==> config.mk <==
export PLATFORM = sky130hd
export DESIGN_NAME = pmusq_sequencer
export DESIGN_NICKNAME = d
export VERILOG_FILES = /design/src/verilog/pmusq_pkg.sv /design/src/verilog/pmusq_hold_timer.sv /design/src/verilog/pmusq_sequencer.sv
export VERILOG_INCLUDE_DIRS = /design/src /design/src/verilog
export SDC_FILE = /design/constraint.sdc
export NUM_CORES = 1
export LEC_CHECK = 0
export ABC_AREA = 1
export ABC_CLOCK_PERIOD_IN_PS = 4330
export BUFFER_PORTS_ARGS = -buffer_cell sky130_fd_sc_hd__buf_2
export CAP_MARGIN = 15
export CELL_PAD_IN_SITES_DETAIL_PLACEMENT = 1
export CELL_PAD_IN_SITES_GLOBAL_PLACEMENT = 1
export CORE_UTILIZATION = 43
export CTS_CLUSTER_SIZE = 40
export DETAILED_ROUTE_END_ITERATION = 12
export PLACE_DENSITY = 0.83
export RECOVER_POWER = 50
export SYNTH_ARGS = -nofsm -noshare
export SYNTH_HDL_FRONTEND = slang
export SYNTH_SLANG_ARGS = --single-unit
==> constraint.sdc <==
create_clock -name aclk -period 4.33 [get_ports aclk]
set_clock_uncertainty 0.05 [all_clocks]
set_input_delay 0.2165 -clock aclk [delete_from_list [all_inputs] [get_ports aclk]]
set_output_delay 0.2165 -clock aclk [all_outputs]
set_load 0.005 [all_outputs]
==> src/verilog/pmusq_defines.svh <==
`ifndef PMUSQ_DEFINES_SVH
`define PMUSQ_DEFINES_SVH
// Overview of operation
// - backup present, main absent or low: keep-alive regulator runs from backup battery.
// - main battery available: keep-alive runs from main, backup charging enabled.
// - charge current code 0/1/2 selects 375/500/625 uA.
// - fault threshold and charge current come from software-writable settings.
// - high-voltage rail request enables the high-voltage supply group.
// - low-voltage rail request enables the low-voltage regulator group.
// - supply monitoring drives active-low battery fault and supply fault outputs.
// - both fault outputs stay low while main input is below threshold.
// - first backup connection turns keep-alive on and asserts power-on reset.
// - reset output released no earlier than 50 ms after keep-alive valid.
// - battery fault released once main power present; processor waits for it.
// - supply fault released within 120 ms of low-voltage request when rails regulate.
// - reset input low asserts reset output, held at least 50 ms.
// - three-bit threshold code decodes to hysteresis pair, 2.4/2.6 V at code 0.

`define PMUSQ_ADDR_W        8
`define PMUSQ_ADDR_CTRL     8'h00
`define PMUSQ_ADDR_STATUS   8'h04
`define PMUSQ_ADDR_IRQ_STAT 8'h08
`define PMUSQ_ADDR_IRQ_MASK 8'h0C

`define PMUSQ_CTRL_CHG_RNG  1:0
`define PMUSQ_CTRL_THR_RNG  4:2
`define PMUSQ_CTRL_CHGOFF   5
`define PMUSQ_CHG_RST       2'h1
`define PMUSQ_THR_RST       3'h2

`define PMUSQ_CHG_UA0       10'h177
`define PMUSQ_CHG_UA1       10'h1F4
`define PMUSQ_CHG_UA2       10'h271
`define PMUSQ_CHG_UA_OFF    10'h000

`define PMUSQ_THR_REL_BASE  6'h18
`define PMUSQ_THR_ASR_BASE  6'h1A
`define PMUSQ_THR_MAX_CODE  3'h5

`define PMUSQ_EV_RST_REL    0
`define PMUSQ_EV_BATT_OK    1
`define PMUSQ_EV_VDD_OK     2
`define PMUSQ_EV_ON_BACKUP  3
`define PMUSQ_EV_W          4

`define PMUSQ_RESP_OKAY     2'h0
`define PMUSQ_RESP_SLVERR   2'h2

`define PMUSQ_CLK_MHZ       100
`define PMUSQ_TICK_US       1000
`define PMUSQ_TICK_CYCLES   (`PMUSQ_CLK_MHZ * `PMUSQ_TICK_US)
`define PMUSQ_HOLD_MS       50
`define PMUSQ_VDD_MAX_MS    120
`endif

==> src/verilog/pmusq_pkg.sv <==
`default_nettype none
`include "pmusq_defines.svh"
package pmusq_pkg;
  typedef enum logic [1:0] {RS_OFF, RS_HOLD, RS_RUN} pmusq_rst_e;

  typedef struct packed {
    logic       backup_present;
    logic       keepalive_supply_good;
    logic       reset_in_n;
    logic       high_voltage_rail_request;
    logic       low_voltage_rail_request;
    logic       rails_in_regulation;
    logic [5:0] vin_dv;
  } pmusq_pins_s;

  typedef struct packed {
    logic                      aw_have;
    logic                      w_have;
    logic [`PMUSQ_ADDR_W-1:0]  awaddr;
    logic [31:0]               wdata;
    logic [3:0]                wstrb;
    logic                      awready;
    logic                      wready;
    logic                      bvalid;
    logic [1:0]                bresp;
    logic                      arready;
    logic                      rvalid;
    logic [31:0]               rdata;
    logic [1:0]                rresp;
  } pmusq_axi_s;

  typedef struct packed {
    pmusq_pins_s           sync1;
    pmusq_pins_s           sync2;
    pmusq_axi_s            axi;
    logic [1:0]            chg_code;
    logic [2:0]            thr_code;
    logic                  chg_off;
    logic [`PMUSQ_EV_W-1:0] irq_stat;
    logic [`PMUSQ_EV_W-1:0] irq_mask;
    pmusq_rst_e            rst_st;
    logic                  keepalive_en;
    logic                  src_main;
    logic                  charger_en;
    logic [9:0]            charge_ua;
    logic                  hv_en;
    logic                  lv_en;
    logic                  bf_n;
    logic                  sf_n;
    logic                  rst_n;
    logic                  irq;
  } pmusq_state_s;

  typedef struct packed {
    logic [31:0] presc;
    logic [15:0] ticks;
    logic        done;
  } pmusq_timer_s;
endpackage
`default_nettype wire

==> src/verilog/pmusq_hold_timer.sv <==
`timescale 1ns/100ps
`default_nettype none
`include "pmusq_defines.svh"
module pmusq_hold_timer #(
  parameter int TICK_CYCLES = `PMUSQ_TICK_CYCLES,
  parameter int HOLD_TICKS  = `PMUSQ_HOLD_MS
) (
  input  wire logic aclk,
  input  wire logic aresetn,
  input  wire logic ce,
  input  wire logic restart,
  input  wire logic run,
  output var  logic done
);
  pmusq_pkg::pmusq_timer_s s_q;
  pmusq_pkg::pmusq_timer_s s_d;

  // slow 1 ms timebase, counted only while running; whole ticks make the hold a minimum
  always_comb begin
    s_d = s_q;
    if (restart) begin
      s_d = '0;
    end else if (run && !s_q.done) begin
      if (s_q.presc == 32'(TICK_CYCLES - 1)) begin
        s_d.presc = '0;
        s_d.ticks = s_q.ticks + 16'h0001;
        if (s_q.ticks == 16'(HOLD_TICKS - 1)) begin
          s_d.done = 1'b1;
        end
      end else begin
        s_d.presc = s_q.presc + 32'h00000001;
      end
    end
  end

  always_ff @(posedge aclk) begin
    if (!aresetn) begin
      s_q <= '0;
    end else if (ce) begin
      s_q <= s_d;
    end
  end

  assign done = s_q.done;
endmodule
`default_nettype wire

==> src/verilog/pmusq_sequencer.sv <==
`timescale 1ns/100ps
`default_nettype none
`include "pmusq_defines.svh"
module pmusq_sequencer #(
  parameter int TICK_CYCLES = `PMUSQ_TICK_CYCLES,
  parameter int HOLD_MS     = `PMUSQ_HOLD_MS
) (
  input  wire logic                     aclk,
  input  wire logic                     aresetn,
  input  wire logic                     ce,
  input  wire pmusq_pkg::pmusq_pins_s   pmu_pins,
  input  wire logic [`PMUSQ_ADDR_W-1:0] s_axi_awaddr,
  input  wire logic                     s_axi_awvalid,
  output var  logic                     s_axi_awready,
  input  wire logic [31:0]              s_axi_wdata,
  input  wire logic [3:0]               s_axi_wstrb,
  input  wire logic                     s_axi_wvalid,
  output var  logic                     s_axi_wready,
  output var  logic [1:0]               s_axi_bresp,
  output var  logic                     s_axi_bvalid,
  input  wire logic                     s_axi_bready,
  input  wire logic [`PMUSQ_ADDR_W-1:0] s_axi_araddr,
  input  wire logic                     s_axi_arvalid,
  output var  logic                     s_axi_arready,
  output var  logic [31:0]              s_axi_rdata,
  output var  logic [1:0]               s_axi_rresp,
  output var  logic                     s_axi_rvalid,
  input  wire logic                     s_axi_rready,
  output var  logic                     keepalive_regulator_en,
  output var  logic                     keepalive_src_main,
  output var  logic                     backup_charge_en,
  output var  logic [9:0]               backup_charge_ua,
  output var  logic                     high_voltage_rail_en,
  output var  logic                     low_voltage_rail_en,
  output var  logic                     battery_fault_n,
  output var  logic                     supply_fault_n,
  output var  logic                     reset_out_n,
  output var  logic                     irq
);
  pmusq_pkg::pmusq_state_s s_q;
  pmusq_pkg::pmusq_state_s s_d;
  logic                    tmr_restart;
  logic                    tmr_run;
  logic                    tmr_done;

  pmusq_hold_timer #(
    .TICK_CYCLES (TICK_CYCLES),
    .HOLD_TICKS  (HOLD_MS)
  ) u_hold (
    .aclk    (aclk),
    .aresetn (aresetn),
    .ce      (ce),
    .restart (tmr_restart),
    .run     (tmr_run),
    .done    (tmr_done)
  );

  // hold restarts whenever the keep-alive rail drops or the reset input is low
  assign tmr_restart = (s_q.rst_st != pmusq_pkg::RS_HOLD) || !s_q.sync2.reset_in_n
                       || !s_q.sync2.keepalive_supply_good;
  assign tmr_run     = (s_q.rst_st == pmusq_pkg::RS_HOLD);

  function automatic logic [31:0] reg_read(input pmusq_pkg::pmusq_state_s s,
                                           input logic [`PMUSQ_ADDR_W-1:0] a);
    logic [31:0] v;
    v = '0;
    case ({a[`PMUSQ_ADDR_W-1:2], 2'h0})
      `PMUSQ_ADDR_CTRL: begin
        v[`PMUSQ_CTRL_CHG_RNG] = s.chg_code;
        v[`PMUSQ_CTRL_THR_RNG] = s.thr_code;
        v[`PMUSQ_CTRL_CHGOFF]  = s.chg_off;
      end
      `PMUSQ_ADDR_STATUS: begin
        v[7:0] = {s.keepalive_en, s.lv_en, s.hv_en, s.charger_en,
                  s.src_main, s.sf_n, s.bf_n, s.rst_n};
        v[9:8] = s.rst_st;
      end
      `PMUSQ_ADDR_IRQ_STAT: v[`PMUSQ_EV_W-1:0] = s.irq_stat;
      `PMUSQ_ADDR_IRQ_MASK: v[`PMUSQ_EV_W-1:0] = s.irq_mask;
      default: v = '0;
    endcase
    return v;
  endfunction

  function automatic logic addr_mapped(input logic [`PMUSQ_ADDR_W-1:0] a);
    logic [`PMUSQ_ADDR_W-1:0] w;
    w = {a[`PMUSQ_ADDR_W-1:2], 2'h0};
    return (w == `PMUSQ_ADDR_CTRL) || (w == `PMUSQ_ADDR_STATUS)
           || (w == `PMUSQ_ADDR_IRQ_STAT) || (w == `PMUSQ_ADDR_IRQ_MASK);
  endfunction

  always_comb begin
    logic [`PMUSQ_ADDR_W-1:0] wa;
    logic                     do_wr;
    logic [`PMUSQ_EV_W-1:0]   w1c;
    logic [`PMUSQ_EV_W-1:0]   ev;
    logic [2:0]               thr;
    logic [5:0]               rel_dv;
    logic [5:0]               asr_dv;
    logic [5:0]               vin;
    wa     = '0;
    do_wr  = 1'b0;
    w1c    = '0;
    ev     = '0;
    thr    = '0;
    rel_dv = '0;
    asr_dv = '0;
    vin    = '0;
    s_d    = s_q;

    // pin inputs come from another domain: two flops before use
    s_d.sync1 = pmu_pins;
    s_d.sync2 = s_q.sync1;

    // register bus: address and data held separately, then one write cycle
    if (s_axi_awvalid && s_q.axi.awready) begin
      s_d.axi.aw_have = 1'b1;
      s_d.axi.awaddr  = s_axi_awaddr;
    end
    if (s_axi_wvalid && s_q.axi.wready) begin
      s_d.axi.w_have = 1'b1;
      s_d.axi.wdata  = s_axi_wdata;
      s_d.axi.wstrb  = s_axi_wstrb;
    end
    wa    = {s_q.axi.awaddr[`PMUSQ_ADDR_W-1:2], 2'h0};
    do_wr = s_q.axi.aw_have && s_q.axi.w_have && !s_q.axi.bvalid;
    if (do_wr) begin
      s_d.axi.aw_have = 1'b0;
      s_d.axi.w_have  = 1'b0;
      s_d.axi.bvalid  = 1'b1;
      s_d.axi.bresp   = addr_mapped(s_q.axi.awaddr) ? `PMUSQ_RESP_OKAY : `PMUSQ_RESP_SLVERR;
      if (s_q.axi.wstrb[0]) begin
        if (wa == `PMUSQ_ADDR_CTRL) begin
          s_d.chg_code = s_q.axi.wdata[`PMUSQ_CTRL_CHG_RNG];
          s_d.thr_code = s_q.axi.wdata[`PMUSQ_CTRL_THR_RNG];
          s_d.chg_off  = s_q.axi.wdata[`PMUSQ_CTRL_CHGOFF];
        end
        if (wa == `PMUSQ_ADDR_IRQ_STAT) begin
          w1c = s_q.axi.wdata[`PMUSQ_EV_W-1:0];
        end
        if (wa == `PMUSQ_ADDR_IRQ_MASK) begin
          s_d.irq_mask = s_q.axi.wdata[`PMUSQ_EV_W-1:0];
        end
      end
    end else if (s_q.axi.bvalid && s_axi_bready) begin
      s_d.axi.bvalid = 1'b0;
    end
    s_d.axi.awready = !s_d.axi.aw_have && !s_d.axi.bvalid;
    s_d.axi.wready  = !s_d.axi.w_have && !s_d.axi.bvalid;

    if (s_axi_arvalid && s_q.axi.arready) begin
      s_d.axi.rvalid = 1'b1;
      s_d.axi.rdata  = reg_read(s_q, s_axi_araddr);
      s_d.axi.rresp  = addr_mapped(s_axi_araddr) ? `PMUSQ_RESP_OKAY : `PMUSQ_RESP_SLVERR;
    end else if (s_q.axi.rvalid && s_axi_rready) begin
      s_d.axi.rvalid = 1'b0;
    end
    s_d.axi.arready = !s_d.axi.rvalid;

    // battery fault hysteresis; codes above the table clamp to the top pair
    thr    = (s_q.thr_code > `PMUSQ_THR_MAX_CODE) ? `PMUSQ_THR_MAX_CODE : s_q.thr_code;
    rel_dv = `PMUSQ_THR_REL_BASE + {2'h0, thr, 1'b0};
    asr_dv = `PMUSQ_THR_ASR_BASE + {2'h0, thr, 1'b0};
    vin    = s_q.sync2.vin_dv;
    if (vin < rel_dv) begin
      s_d.bf_n = 1'b0;
    end else if (vin >= asr_dv) begin
      s_d.bf_n = 1'b1;
    end

    // supply fault follows the low-voltage request once rails regulate and the battery fault is released
    s_d.sf_n = s_d.bf_n && s_q.sync2.low_voltage_rail_request
               && s_q.sync2.rails_in_regulation;

    // keep-alive source selection and backup charging
    s_d.src_main     = s_d.bf_n;
    s_d.keepalive_en = s_q.sync2.backup_present || s_d.bf_n;
    s_d.charger_en   = s_d.bf_n && s_q.sync2.backup_present && !s_q.chg_off
                       && (s_q.chg_code != 2'h3);
    case (s_q.chg_code)
      2'h0:    s_d.charge_ua = `PMUSQ_CHG_UA0;
      2'h1:    s_d.charge_ua = `PMUSQ_CHG_UA1;
      2'h2:    s_d.charge_ua = `PMUSQ_CHG_UA2;
      default: s_d.charge_ua = `PMUSQ_CHG_UA_OFF;
    endcase

    s_d.hv_en = s_q.sync2.high_voltage_rail_request;
    s_d.lv_en = s_q.sync2.low_voltage_rail_request;

    // reset output sequencing
    case (s_q.rst_st)
      pmusq_pkg::RS_OFF: begin
        s_d.rst_n = 1'b0;
        if (s_q.sync2.backup_present) begin
          s_d.rst_st = pmusq_pkg::RS_HOLD;
        end
      end
      pmusq_pkg::RS_HOLD: begin
        s_d.rst_n = 1'b0;
        if (tmr_done && s_q.sync2.reset_in_n && s_q.sync2.keepalive_supply_good) begin
          s_d.rst_st = pmusq_pkg::RS_RUN;
          s_d.rst_n  = 1'b1;
        end
      end
      pmusq_pkg::RS_RUN: begin
        if (!s_q.sync2.reset_in_n) begin
          s_d.rst_st = pmusq_pkg::RS_HOLD;
          s_d.rst_n  = 1'b0;
        end
      end
      default: begin
        s_d.rst_st = pmusq_pkg::RS_OFF;
        s_d.rst_n  = 1'b0;
      end
    endcase
    if (!s_q.sync2.backup_present && !s_d.bf_n) begin
      s_d.rst_st = pmusq_pkg::RS_OFF;
      s_d.rst_n  = 1'b0;
    end

    // sticky events; a new event wins over a clear in the same cycle
    ev[`PMUSQ_EV_RST_REL]   = s_d.rst_n && !s_q.rst_n;
    ev[`PMUSQ_EV_BATT_OK]   = s_d.bf_n && !s_q.bf_n;
    ev[`PMUSQ_EV_VDD_OK]    = s_d.sf_n && !s_q.sf_n;
    ev[`PMUSQ_EV_ON_BACKUP] = !s_d.src_main && s_q.src_main && s_q.sync2.backup_present;
    s_d.irq_stat = (s_q.irq_stat & ~w1c) | ev;
    s_d.irq      = |(s_d.irq_stat & s_d.irq_mask);
  end

  always_ff @(posedge aclk) begin
    if (!aresetn) begin
      s_q          <= '0;
      s_q.chg_code <= `PMUSQ_CHG_RST;
      s_q.thr_code <= `PMUSQ_THR_RST;
    end else if (ce) begin
      s_q <= s_d;
    end
  end

  assign s_axi_awready          = s_q.axi.awready;
  assign s_axi_wready           = s_q.axi.wready;
  assign s_axi_bvalid           = s_q.axi.bvalid;
  assign s_axi_bresp            = s_q.axi.bresp;
  assign s_axi_arready          = s_q.axi.arready;
  assign s_axi_rvalid           = s_q.axi.rvalid;
  assign s_axi_rdata            = s_q.axi.rdata;
  assign s_axi_rresp            = s_q.axi.rresp;
  assign keepalive_regulator_en = s_q.keepalive_en;
  assign keepalive_src_main     = s_q.src_main;
  assign backup_charge_en       = s_q.charger_en;
  assign backup_charge_ua       = s_q.charge_ua;
  assign high_voltage_rail_en   = s_q.hv_en;
  assign low_voltage_rail_en    = s_q.lv_en;
  assign battery_fault_n        = s_q.bf_n;
  assign supply_fault_n         = s_q.sf_n;
  assign reset_out_n            = s_q.rst_n;
  assign irq                    = s_q.irq;

  // cycles spent holding reset with a valid keep-alive rail
  logic [31:0] hold_cyc_q;
  always_ff @(posedge aclk) begin
    if (!aresetn || tmr_restart) begin
      hold_cyc_q <= '0;
    end else if (ce) begin
      hold_cyc_q <= hold_cyc_q + 32'h00000001;
    end
  end
endmodule
`default_nettype wire

Yosys cells after proc, flatten, opt, wreduce, memory -nomap -nowiden
Cells that the tools add are included.
{"block": "op_classes", "n_reduce_logical": 63, "order_cmp": 3, "bitwise_logic": 4, "n_addsub": 4, "mux": 36, "n_eq_ne": 17}
{"operator": "$mux 49", "n": 2}
{"operator": "$add 32x1->32 const B", "n": 1}
{"operator": "$eq 32x17->1 const B", "n": 1}
{"operator": "$mux 32", "n": 1}
{"operator": "$pmux 10 s3", "n": 1}
{"operator": "$mux 4", "n": 7}
{"operator": "$eq 6x2->1 const B", "n": 4}
{"operator": "$logic_and 1x1->1", "n": 23}
{"operator": "$mux 17", "n": 1}
{"operator": "$add 16x1->16 const B", "n": 1}
{"operator": "$eq 16x6->1 const B", "n": 1}
{"operator": "$pmux 4 s4", "n": 1}
{"operator": "$logic_not 1->1", "n": 14}
{"operator": "$mux 2", "n": 7}
{"operator": "$add 5x4->6 const A", "n": 2}
{"operator": "$eq 6x1->1 const B", "n": 2}
{"operator": "$logic_not 6->1", "n": 2}
{"operator": "$mux 1", "n": 12}
{"operator": "$reduce_and 4->1", "n": 3}
{"operator": "$reduce_and 2->1", "n": 5}
{"operator": "$logic_or 1x1->1", "n": 9}
{"operator": "$ne 3x3->1 const B", "n": 3}
{"operator": "$and 4x4->4", "n": 2}
{"operator": "$ge 6x6->1", "n": 1}
{"operator": "16 further kinds", "n": 21}
{"block": "word_totals", "word_cells": 172, "in_bits": 72, "output_inout_bits": 60, "reg_bits": 143}

Logic depth before layout (Yosys ltp)
Gate-level depths: netlist (run 1).
{"block": "depth", "depth_word": 13, "depth_mapped": 18, "mapped_depth_nobuf": 18}

Modules after synthesis
From an unflattened synthesis (run 1), not the netlist that was laid out.
{"block": "hier_totals", "hier_cells": 1092, "area_unflattened_um2": 7463.4}
{"mod": "pmusq_sequencer", "area_each_um2": 4305.4, "seq_area_each_um2": 1721.7, "cells_per_inst": 581, "instances": 1}
{"mod": "pmusq_hold_timer", "area_each_um2": 3158.0, "seq_area_each_um2": 980.9, "cells_per_inst": 511, "instances": 1}

Worst setup path after synthesis (run 1)
OpenSTA, ideal clock, no wires.
{"block": "synth_timing", "kind": "reg2reg", "start": "register s_q[32] (netlist name)", "end": "register s_q[19] (netlist name)", "t_arrival_ps": 2104, "stages_incl_launch_ff": 19, "setup_time_ps": 131, "n_path_buf": 0, "setup_slack_ps": 2045, "cell_sequence": "dfxtp_1 > a21oi_1 > inv_1 > ha_1 > inv_1 > ha_1 > ha_1 > nand2_1 > inv_1 > nand2_1 > nand2_1 > nand2_1 > nand2_1 > nand2_1 > nand2_1 > nand2_1 > nand2_1 > a21oi_1 > nor3_1"}
{"block": "synth_between", "elab_chain_len": 10, "word_cells_on_any_way": 15}
{"element": "start, declared", "line": "pmusq_sequencer.sv:40", "source": "pmusq_pkg::pmusq_state_s s_q;"}
{"element": "$gt 3x3->1 (no source line)"}
{"element": "$mux 3 *", "line": "pmusq_sequencer.sv:161", "source": "thr = (s_q.thr_code > `PMUSQ_THR_MAX_CODE) ? `PMUSQ_THR_MAX_CODE : s_q.thr_code;"}
{"element": "$add 5x4->6 (no source line)"}
{"element": "$ge 6x6->1", "line": "pmusq_sequencer.sv:167", "source": "end else if (vin >= asr_dv) begin"}
{"element": "$mux 1", "line": "pmusq_sequencer.sv:167"}
{"element": "$mux 1 *", "line": "pmusq_sequencer.sv:165", "source": "if (vin < rel_dv) begin"}
{"element": "$logic_not 1->1 *", "line": "pmusq_sequencer.sv:216", "source": "if (!s_q.sync2.backup_present && !s_d.bf_n) begin"}
{"element": "$logic_and 1x1->1 *", "line": "pmusq_sequencer.sv:216"}
{"element": "$ne 3x3->1 (no source line)"}
{"element": "$reduce_and 4->1 (no source line)"}
Every way passes the cells marked *; elsewhere a longest branch is shown, timed or not.
A chain may end at the register's enable or synchronous reset.

Final worst setup path (run 1)
{"block": "layout_timing", "start": "input port ce", "end": "register s_q[32] (netlist name)"}
{"block": "layout_between", "elab_chain_len": 1}
{"element": "start, declared", "line": "pmusq_sequencer.sv:10", "source": "input wire logic ce,"}
{"element": "$reduce_and 4->1 (no source line)"}
Every way passes these cells.

==> results of run 1 <==
==> layout make-up <==
class / instances / area share (%)
diodes: 1 / 0.0310
inverters: 116 / 5.40
flip-flops and latches: 135 / 33.5
clock buffers: 21 / 5.71
multi-input cells: 708 / 44.4
clock inverters: 10 / 1.50
well taps: 216 / 3.35
repair buffers: 90 / 6.08
==> registers in the layout, indices dropped and copies added (netlist names), 6 cells and up <==
name              count
s_d                  14
u_hold.s_q           48
backup_charge_ua      6
s_axi_rdata          10
s_q                  41
==> metrics by stage <==
step	power (mW)	hold slack, ps	setup WS [ps]
after floorplan	1.49	301	2050
final	2.96	5.09	1120
after CTS	2.99	0.146	1560
after global routing	3.07	0.310	767
after global placement	1.53	384	1700
after detailed placement	1.54	391	1580
==> worst max-delay path by stage <==
stage	slack, ps	to	cells after the start	start
after floorplan	2050	s_q[19]	18	s_q[32]
after global placement	1700	u_hold.s_q[42]	13	s_q[20]
after detailed placement	1580	s_q[19]	16	s_q[32]
after CTS	1560	s_q[19]	16	s_q[32]
after global routing	770	s_q[32]	7	ce
final	1120	s_q[32]	7	ce
==> cells in the final DEF, fill, tap and decap left out, types with 2 or more instances in the layout <==
| cell type | count |
|---|---|
| a21oi_1 | 85 |
| dfxtp_1 | 135 |
| inv_2 | 2 |
| buf_2 | 53 |
| nor3b_1 | 2 |
| nor3_2 | 4 |
| clkinv_4 | 2 |
| a211oi_1 | 3 |
| nand2_2 | 2 |
| conb_1 | 25 |
| nand2_1 | 165 |
| clkbuf_16 | 17 |
| buf_4 | 3 |
| clkinvlp_4 | 4 |
| nand4_1 | 30 |
| nand3_2 | 2 |
| o21ai_0 | 85 |
| nor2_2 | 6 |
| xnor2_1 | 3 |
| clkbuf_8 | 2 |
| nor2_4 | 3 |
| nand3_1 | 50 |
| o22ai_1 | 3 |
| clkbuf_1 | 24 |
| inv_1 | 114 |
| bufinv_16 | 2 |
| a31oi_1 | 2 |
| dlygate4sd3_1 | 12 |
| xor2_1 | 24 |
| ha_1 | 20 |
| nor2_1 | 146 |
| nor3_1 | 27 |
| o211ai_1 | 3 |
| nand2_8 | 2 |
==> per-layer routing <==
layer	vias up	routed length, um	GRT usage, %
met5	-	0	0
met4	0	362	8.10
met3	18	554	4.90
met2	87	9870	41.2
met1	3141	8710	27.9
li1	3336	-	-
==> kinds of logic (layout without fill, tap and decap cells) <==
logic type | Yosys count | count (layout) | synth area share (%)
AND/OR/NAND/NOR | 447 | 447 | 28.1
buffers and inverters | 202 | 237 | 13.7
AO/OA/AOI/OAI | 189 | 189 | 13.8
flip-flops | 135 | 135 | 37.7
XOR/XNOR | 27 | 27 | 3.30
adder cells (fa/ha/maj) | 20 | 20 | 3.49
other | 1 | 26 | 0.0523
==> power by group through the flow <==
stage / clock network (mW) / registers [mW] / logic [mW]
final: 1.44 / 1.31 / 0.210
after global routing: 1.51 / 1.32 / 0.239
after CTS: 1.47 / 1.31 / 0.212
after detailed placement: 0 / 1.34 / 0.200
after global placement: 0 / 1.34 / 0.193
after floorplan: 0 / 1.33 / 0.161
==> repair_timing <==
item	CTS	global route
endpoints found under the hold margin	12	0
hold buffers	12	0
buffers inserted	0	0
==> worst max-delay path, stage by stage <==
cell	delay, ps
clkbuf_1	440
inv_1	270
clkbuf_1	1630
nor3_1	180
nand4_1	410
o21ai_0	170
a21oi_1	170
==> flow_summary.yaml, run 1 <==
synth:
  synth.top_cells.by_count: "nand2_1, nor2_1, dfxtp_1, inv_1"
  avgSynthCellArea_um2: 7.03
  synth-seq-cells: 135
  synth_edf_count: 0
  ys_types: 46
  yosysTopAreaCellShare_pct: 37.7
  syn-instance-count: 1021
  synthArstFlopShare_pct: 0
  yosysWarnings: 0
  ys_top_cells_by_area: "dfxtp_1, nand2_1, nor2_1, a21oi_1, o21ai_0"
  syn-cell-area_mm2: 0.00718
  synth_top_area_cell: "dfxtp_1"
  synth_most_common_cell: "nand2_1"
  yosysSeqAreaShare_pct: 37.7
  synth_flop_cell: "dfxtp_1"
detailed_routing:
  wl_per_cell_um: 15.0
  routed_wl_um: 19500
  drtIter0Drc: 338
  avgViaCountPerCell: 5.07
  drc_errors: 0
  vias: 6582
  antenna_left: 0
  drt_first_pass_iters: 4
placed_design:
  io_buffers: 73
  gp_congestion: 0.802
  dpl_cell_area_mm2: 0.00739
  hpwl_um: 13800
  dp_cells: 1253
power:
  cellPowerDensity_mw_per_mm2: 367
  switchingPower_mw: 0.730
  total_leakage_power_nw: 3.31
  comb_power_share_pct: 7.1
  swShare_pct: 24.7
  internal_power_mw: 2.23
  power_frac_seq_pct: 44.3
  vdd_drop_max_mv: 0.270
  clock_power_share_pct: 48.6
finish:
  stdcell_count: 1297
  utilization_pct: 50.0
  num-fill-cells: 2125
  area_delta_synth_final_pct: 12.4
  ff_latch_area_mm2: 0.00270
  fin_area_mm2: 0.00807
  multi_input_area_mm2: 0.00358
  final_layout_size_suffix_gt1_share_pct: 10.3
  nets: 1160
grt:
  grt_max_degree: 52
  grt_pass1_vias: 6537
  gr-usage-all-layers_pct: 23.4
  antenna_found_initial: 1
  grt-ovfl-total: 0
  grt_pass1_wl_um: 32500
timing:
  period_needed_ps: 3210
  fin_tns_setup_ps: 0
  maxSlewHeadroom_pct: -50.0
  slew_viol_final: 52
  rsz0062_at_grt: "false"
  max_freq_ghz: 0.312
  final_hold_viol_count: 0
  fin_crit_sh_pct: 74.1
  finalSetupViolations: 0
  tightest_slew_ps: 2250
worst_setup_path:
  reg2reg_to: "s_q[19]"
  rr_startpoint: "s_q[32]"
  start_kind: "input pin"
  cp-end-kind: "flip-flop"
  worstRegToRegCells: 16
  worst-path-max-fanout: 51
  arrival_ps: 3500
  crit_type: "input pin to flip-flop"
  rrSetupSlack_ps: 1530
  cp.required_ps: 4630
clock_tree:
  clockBufferDepth: 2
  cts_made_buffers: 17
  ctsRootBufferMaster: "clkbuf_16"
  cts_tree: "yes"
  ctsResizeCount: 0
  cts.sinks: 135
  path_clk_slew_ps: 60
  worstSkewPairLatency_ps: 420
  htreeDepth: 4
min_path:
  min_path_cells: 3
  hold_start: "pmu_pins[11]"
  hold_class: "input pin to flip-flop"
  hold_end: "s_d[133]"
floorplan:
  die_area_mm2: 0.0172
  io_pins: 132
  die_h_um: 131
  fp.dieW_um: 131
  core_mm2: 0.0161
  start_util_pct: 44.5
  fp-row-count: 46
outcome:
  failed_checks: "capacitance limit, slew limit"
  status: "complete, but fails checks"
run:
  drv_cap: 1
Power figures use the tool's default switching activity.
==> inputs of run 2 (changes only) <==
ABC_CLOCK_PERIOD_IN_PS = 2900   (was 4330)
CORE_UTILIZATION = 36   (was 43)
PLACE_DENSITY = 0.74   (was 0.83)
clock period = 2.9 ns   (was 4.33 ns; I/O delays follow)
==> run 2 against run 1 <==
- the run now ends clean
- first-iteration DRC count shrank 26%
- setup slack got worse by 770 ps
- clock power is 44% higher
- die area up 19%
- routed wire length rose by 0.65%
- core utilization decreased by 7.5 points
- largest cell class unchanged
==> flow_summary.yaml, run 2 (synthesis results as in run 1) <==
timing:
  whs_ps: 21.9
  period_needed_ps: 2550
  maxSlewHeadroom_pct: 14.4
  rsz0062_at_grt: "false"
  final_hold_viol_count: 0
  fin_crit_sh_pct: 88.0
  finalSetupViolations: 0
  max_freq_ghz: 0.392
  fin_tns_setup_ps: 0
  tightest_slew_ps: 1280
  slew_viol_final: 0
worst_setup_path:
  endpoint: "s_q[19]"
  worstRegToRegCells: 18
  reg2reg_to: "s_q[19]"
  arrival_ps: 2760
  cp.required_ps: 3110
  crit_start: "s_q[31]"
  cp-end-kind: "flip-flop"
  rr_startpoint: "s_q[31]"
  crit_type: "flip-flop to flip-flop"
  worst-path-max-fanout: 6
  start_kind: "flip-flop"
  rrSetupSlack_ps: 350
grt:
  grt_pass1_wl_um: 32900
  grt_pass1_vias: 6596
  grt_max_degree: 73
  antenna_found_initial: 0
  grt-ovfl-total: 0
  gr-usage-all-layers_pct: 20.4
floorplan:
  fp.dieW_um: 143
  io_pins: 132
  start_util_pct: 36.7
  die_h_um: 143
  core_mm2: 0.0195
  die_area_mm2: 0.0205
  fp-row-count: 51
outcome:
  status: "finished clean"
power:
  vdd_drop_max_mv: 0.408
  total_leakage_power_nw: 3.39
  cellPowerDensity_mw_per_mm2: 526
  p_total_mw: 4.37
clock_tree:
  ctsRootBufferMaster: "clkbuf_16"
  postCtsSetupBuffers: 0
  cts_tree: "yes"
  path_clk_slew_ps: 70
  cts_made_buffers: 17
  clockBufferDepth: 2
  htreeDepth: 4
  worstSkewPairLatency_ps: 430
  cts.sinks: 135
finish:
  utilization_pct: 42.5
  ff_latch_area_mm2: 0.00270
  largest_reg_flops: 48
  nets: 1180
  num-fill-cells: 2543
  multi_input_area_mm2: 0.00359
  final_layout_size_suffix_gt1_share_pct: 11.2
  regMostFlops: "u_hold.s_q"
  mostFrequentLayoutCells: "nand2_1, nor2_1, dfxtp_1"
  layout_commonest_cell: "nand2_1"
  area_delta_synth_final_pct: 15.8
  n_antenna_cell: 0
detailed_routing:
  routed_wl_um: 19600
  drt_first_pass_iters: 4
  drc_errors: 0
  avgViaCountPerCell: 4.87
  routed.top_layer: "met4"
  met1Wirelength_um: 9290
  vias: 6658
  drtIter0Drc: 249
  antenna_left: 0
  wl_per_cell_um: 14.4
  dr_wl_met2_um: 9740
  wl_met3_um: 443
min_path:
  hold_start: "s_axi_bready"
  hold_class: "input pin to flip-flop"
placed_design:
  hpwl_um: 13700
  gp_congestion: 0.856
  io_buffers: 73
run:
  drv_cap: 0
-- run 2: cell types whose count changed in the layout (fill, tap and decap cells not counted), sizes merged --
cell	change
inv	+6
clkbuf	-1
bufinv	-2
dlygate4sd3	+16
diode	-1
buf	+3
clkinvlp	-1
-- run 2: what timing repair did --
item                                    4_1_cts  5_1_grt
hold buffers                                 28        0
endpoints found under the setup margin        0        3
endpoints found under the hold margin        28        0
resized for setup                             0        4
-- run 2: final cells by class --
class	instances	share of cell area [%]
tap	265	3.99
timing repair buffer	110	8.22
multi-input combinational	708	43.2
inverter	116	5.24
sequential	135	32.6
clock buffer	19	5.45
clock inverter	13	1.31
-- run 2: per-layer routing --
layer | vias to the layer above | global-route usage, %
met3 | 15 | 3.99
met1 | 3172 | 25.0
met5 | - | 0
li1 | 3386 | -
met2 | 85 | 36.3
met4 | 0 | 4.92
-- run 2: report_power, final --
group / internal (mW) / switching, mW / total [mW]
Combinational: 0.126 / 0.206 / 0.332
Clock: 1.16 / 0.921 / 2.08
Sequential: 1.91 / 0.0435 / 1.96
Total: 3.20 / 1.17 / 4.37
-- run 2: stage by stage --
step / setup WS, ps / area [um^2] / cells
3_3_place_gp: 309 / 7480 / 1306
2_1_floorplan: 615 / 7270 / 1045
6_report: 348 / 8310 / 1366
4_1_cts: 194 / 8330 / 1366
5_1_grt: 45.7 / 8310 / 1366
3_5_place_dp: 233 / 7480 / 1306
-- run 2: worst min-delay path by stage --
stage | slack (ps) | cells after the start | end
global route | 40 | 3 | s_axi_rresp[1]
floorplan | 230 | 2 | s_d[122]
detailed placement | 320 | 3 | s_d[122]
finish | 20 | 4 | s_axi_bvalid
global placement | 320 | 3 | s_d[123]
CTS | 6 | 3 | s_axi_rresp[1]
-- run 2: worst max-delay path, stage by stage (launching register included) --
cell and delay, ps:
dfxtp_1 360, inv_1 90, nor2_1 140, ha_1 160
inv_1 40, ha_1 260, ha_1 290, nand2_1 90
inv_1 40, nand2_1 50, nand2_1 50, nand2_1 50
nand2_1 80, nand2_1 130, nand2_2 120, nand2_2 100
nand2_1 70, a21oi_1 140, nor3_1 60
==> inputs of run 3 (changes only) <==
BUFFER_PORTS_ARGS = default   (was -buffer_cell sky130_fd_sc_hd__buf_2)
CORE_MARGIN = 4   (was default)
CORE_UTILIZATION = 41   (was 36)
DONT_BUFFER_PORTS = 1   (was default)
==> run 3 against run 2 <==
- global-route usage increased by 0.062 points
- count of clock-buffer cells in the layout increased by 1
- routed wire length increased by 1.6%
==> flow_summary.yaml, run 3 (synthesis results as in run 1) <==
detailed_routing:
  drc_errors: 0
  drtIter0Drc: 293
  drt_first_pass_iters: 4
  avgViaCountPerCell: 5.11
  vias: 6428
  wl_per_cell_um: 15.8
  routed_wl_um: 19900
  antenna_left: 0
finish:
  largest_reg_flops: 48
  final_layout_size_suffix_gt1_share_pct: 6.29
  nets: 1113
  ff_latch_area_mm2: 0.00270
  n_antenna_cell: 0
  regMostFlops: "u_hold.s_q"
  multi_input_area_mm2: 0.00358
  layout_commonest_cell: "nand2_1"
  fin_area_mm2: 0.00801
  num-fill-cells: 2167
  mostFrequentLayoutCells: "nand2_1, nor2_1, dfxtp_1"
  area_delta_synth_final_pct: 11.7
clock_tree:
  worstSkewPairLatency_ps: 420
  cts_hold_buf: 36
  postCtsSetupBuffers: 0
  htreeDepth: 4
  ctsRootBufferMaster: "clkbuf_16"
  cts.sinks: 135
  ctsResizeCount: 0
  path_clk_slew_ps: 60
  clockBufferDepth: 2
  cts_made_buffers: 17
  cts_tree: "yes"
placed_design:
  dp_slack_ps: 309
  dpl_cell_area_mm2: 0.00705
  gp_congestion: 0.826
  hpwl_um: 13800
  io_buffers: 0
floorplan:
  core_mm2: 0.0172
  die_h_um: 140
  start_util_pct: 41.6
  die_area_mm2: 0.0197
  fp.dieW_um: 140
  fp-row-count: 48
  io_pins: 132
timing:
  fin_ws_ps: 315
  period_needed_ps: 2590
  rsz0062_at_grt: "false"
  whs_ps: 9.21
  fin_crit_sh_pct: 89.1
  max_freq_ghz: 0.387
  finalSetupViolations: 0
  slew_viol_final: 0
  maxSlewHeadroom_pct: 61.1
  final_hold_viol_count: 0
  tightest_slew_ps: 583
  fin_tns_setup_ps: 0
worst_setup_path:
  cp.required_ps: 3130
  arrival_ps: 2820
  cp-end-kind: "flip-flop"
  crit_type: "flip-flop to flip-flop"
  worst-path-max-fanout: 6
  start_kind: "flip-flop"
grt:
  antenna_found_initial: 0
  gr-usage-all-layers_pct: 20.4
  grt_pass1_wl_um: 32900
  grt_max_degree: 71
  grt_pass1_vias: 6591
  grt-ovfl-total: 0
power:
  vdd_drop_max_mv: 0.417
  cellPowerDensity_mw_per_mm2: 547
  total_leakage_power_nw: 3.20
run:
  drv_cap: 0
min_path:
  hold_class: "input pin to flip-flop"
outcome:
  status: "finished clean"
-- run 3: changes by cell type in the layout (fill, tap and decap cells not counted), moves of 2 or more --
cell           previous run  this run
dlygate4sd3_1            28        34
nand2_2                   4         2
clkbuf_1                 22         2
buf_2                    51         0
inv_6                     6         4
nand2_1                 163       165
buf_4                     8         6
-- run 3: final timing paths --
check | depth (start not counted) | end | startpoint | slack, ps
max | 16 | s_q[19] | s_q[32] | 310
max reg2reg | 16 | s_q[19] | s_q[32] | 310
min | 2 | s_q[22] | ce | 9
min reg2reg | 2 | s_q[84] | s_q[84] | 390
-- run 3: power breakdown --
group / total [mW] / switching (mW) / internal [mW]
Combinational: 0.295 / 0.187 / 0.109
Sequential: 1.96 / 0.0496 / 1.91
Clock: 2.12 / 0.882 / 1.24
-- run 3: per-layer routing --
layer | up-vias | GRT usage, % | routed length [um]
met4 | 0 | 6.43 | 366
met5 | - | 0 | 0
met2 | 76 | 36.5 | 10100
li1 | 3245 | - | -
met1 | 3085 | 23.9 | 8670
met3 | 22 | 5.22 | 781
-- run 3: through the flow --
step | std cells | util, % | power, mW
final | 1259 | 46.5 | 4.38
after global routing | 1259 | 46.5 | 4.56
after CTS | 1259 | 46.5 | 4.42
after detailed placement | 1191 | 40.9 | 2.23
after global placement | 1191 | 40.9 | 2.22
after floorplan | 1045 | - | 2.23
-- run 3: area by class of cell --
type / count / share of cell area (%)
clock buffers: 20 / 5.70
inverters: 116 / 5.43
clock inverters: 12 / 1.48
flip-flops and latches: 135 / 33.7
multi-input cells: 708 / 44.7
well taps: 225 / 3.51
repair buffers: 43 / 5.45
-- run 3: worst max-delay path, cell delays in order, from the launching register on --
cell,delay [ps]
dfxtp_1,360
a21oi_1,210
inv_1,90
ha_1,180
inv_1,50
ha_1,220
ha_1,290
a21oi_1,160
nand2_1,80
nand2_1,60
nand2_1,80
nand2_1,110
nand2_1,150
nand2_1,130
nand2_1,70
a21oi_1,120
nor3_1,50
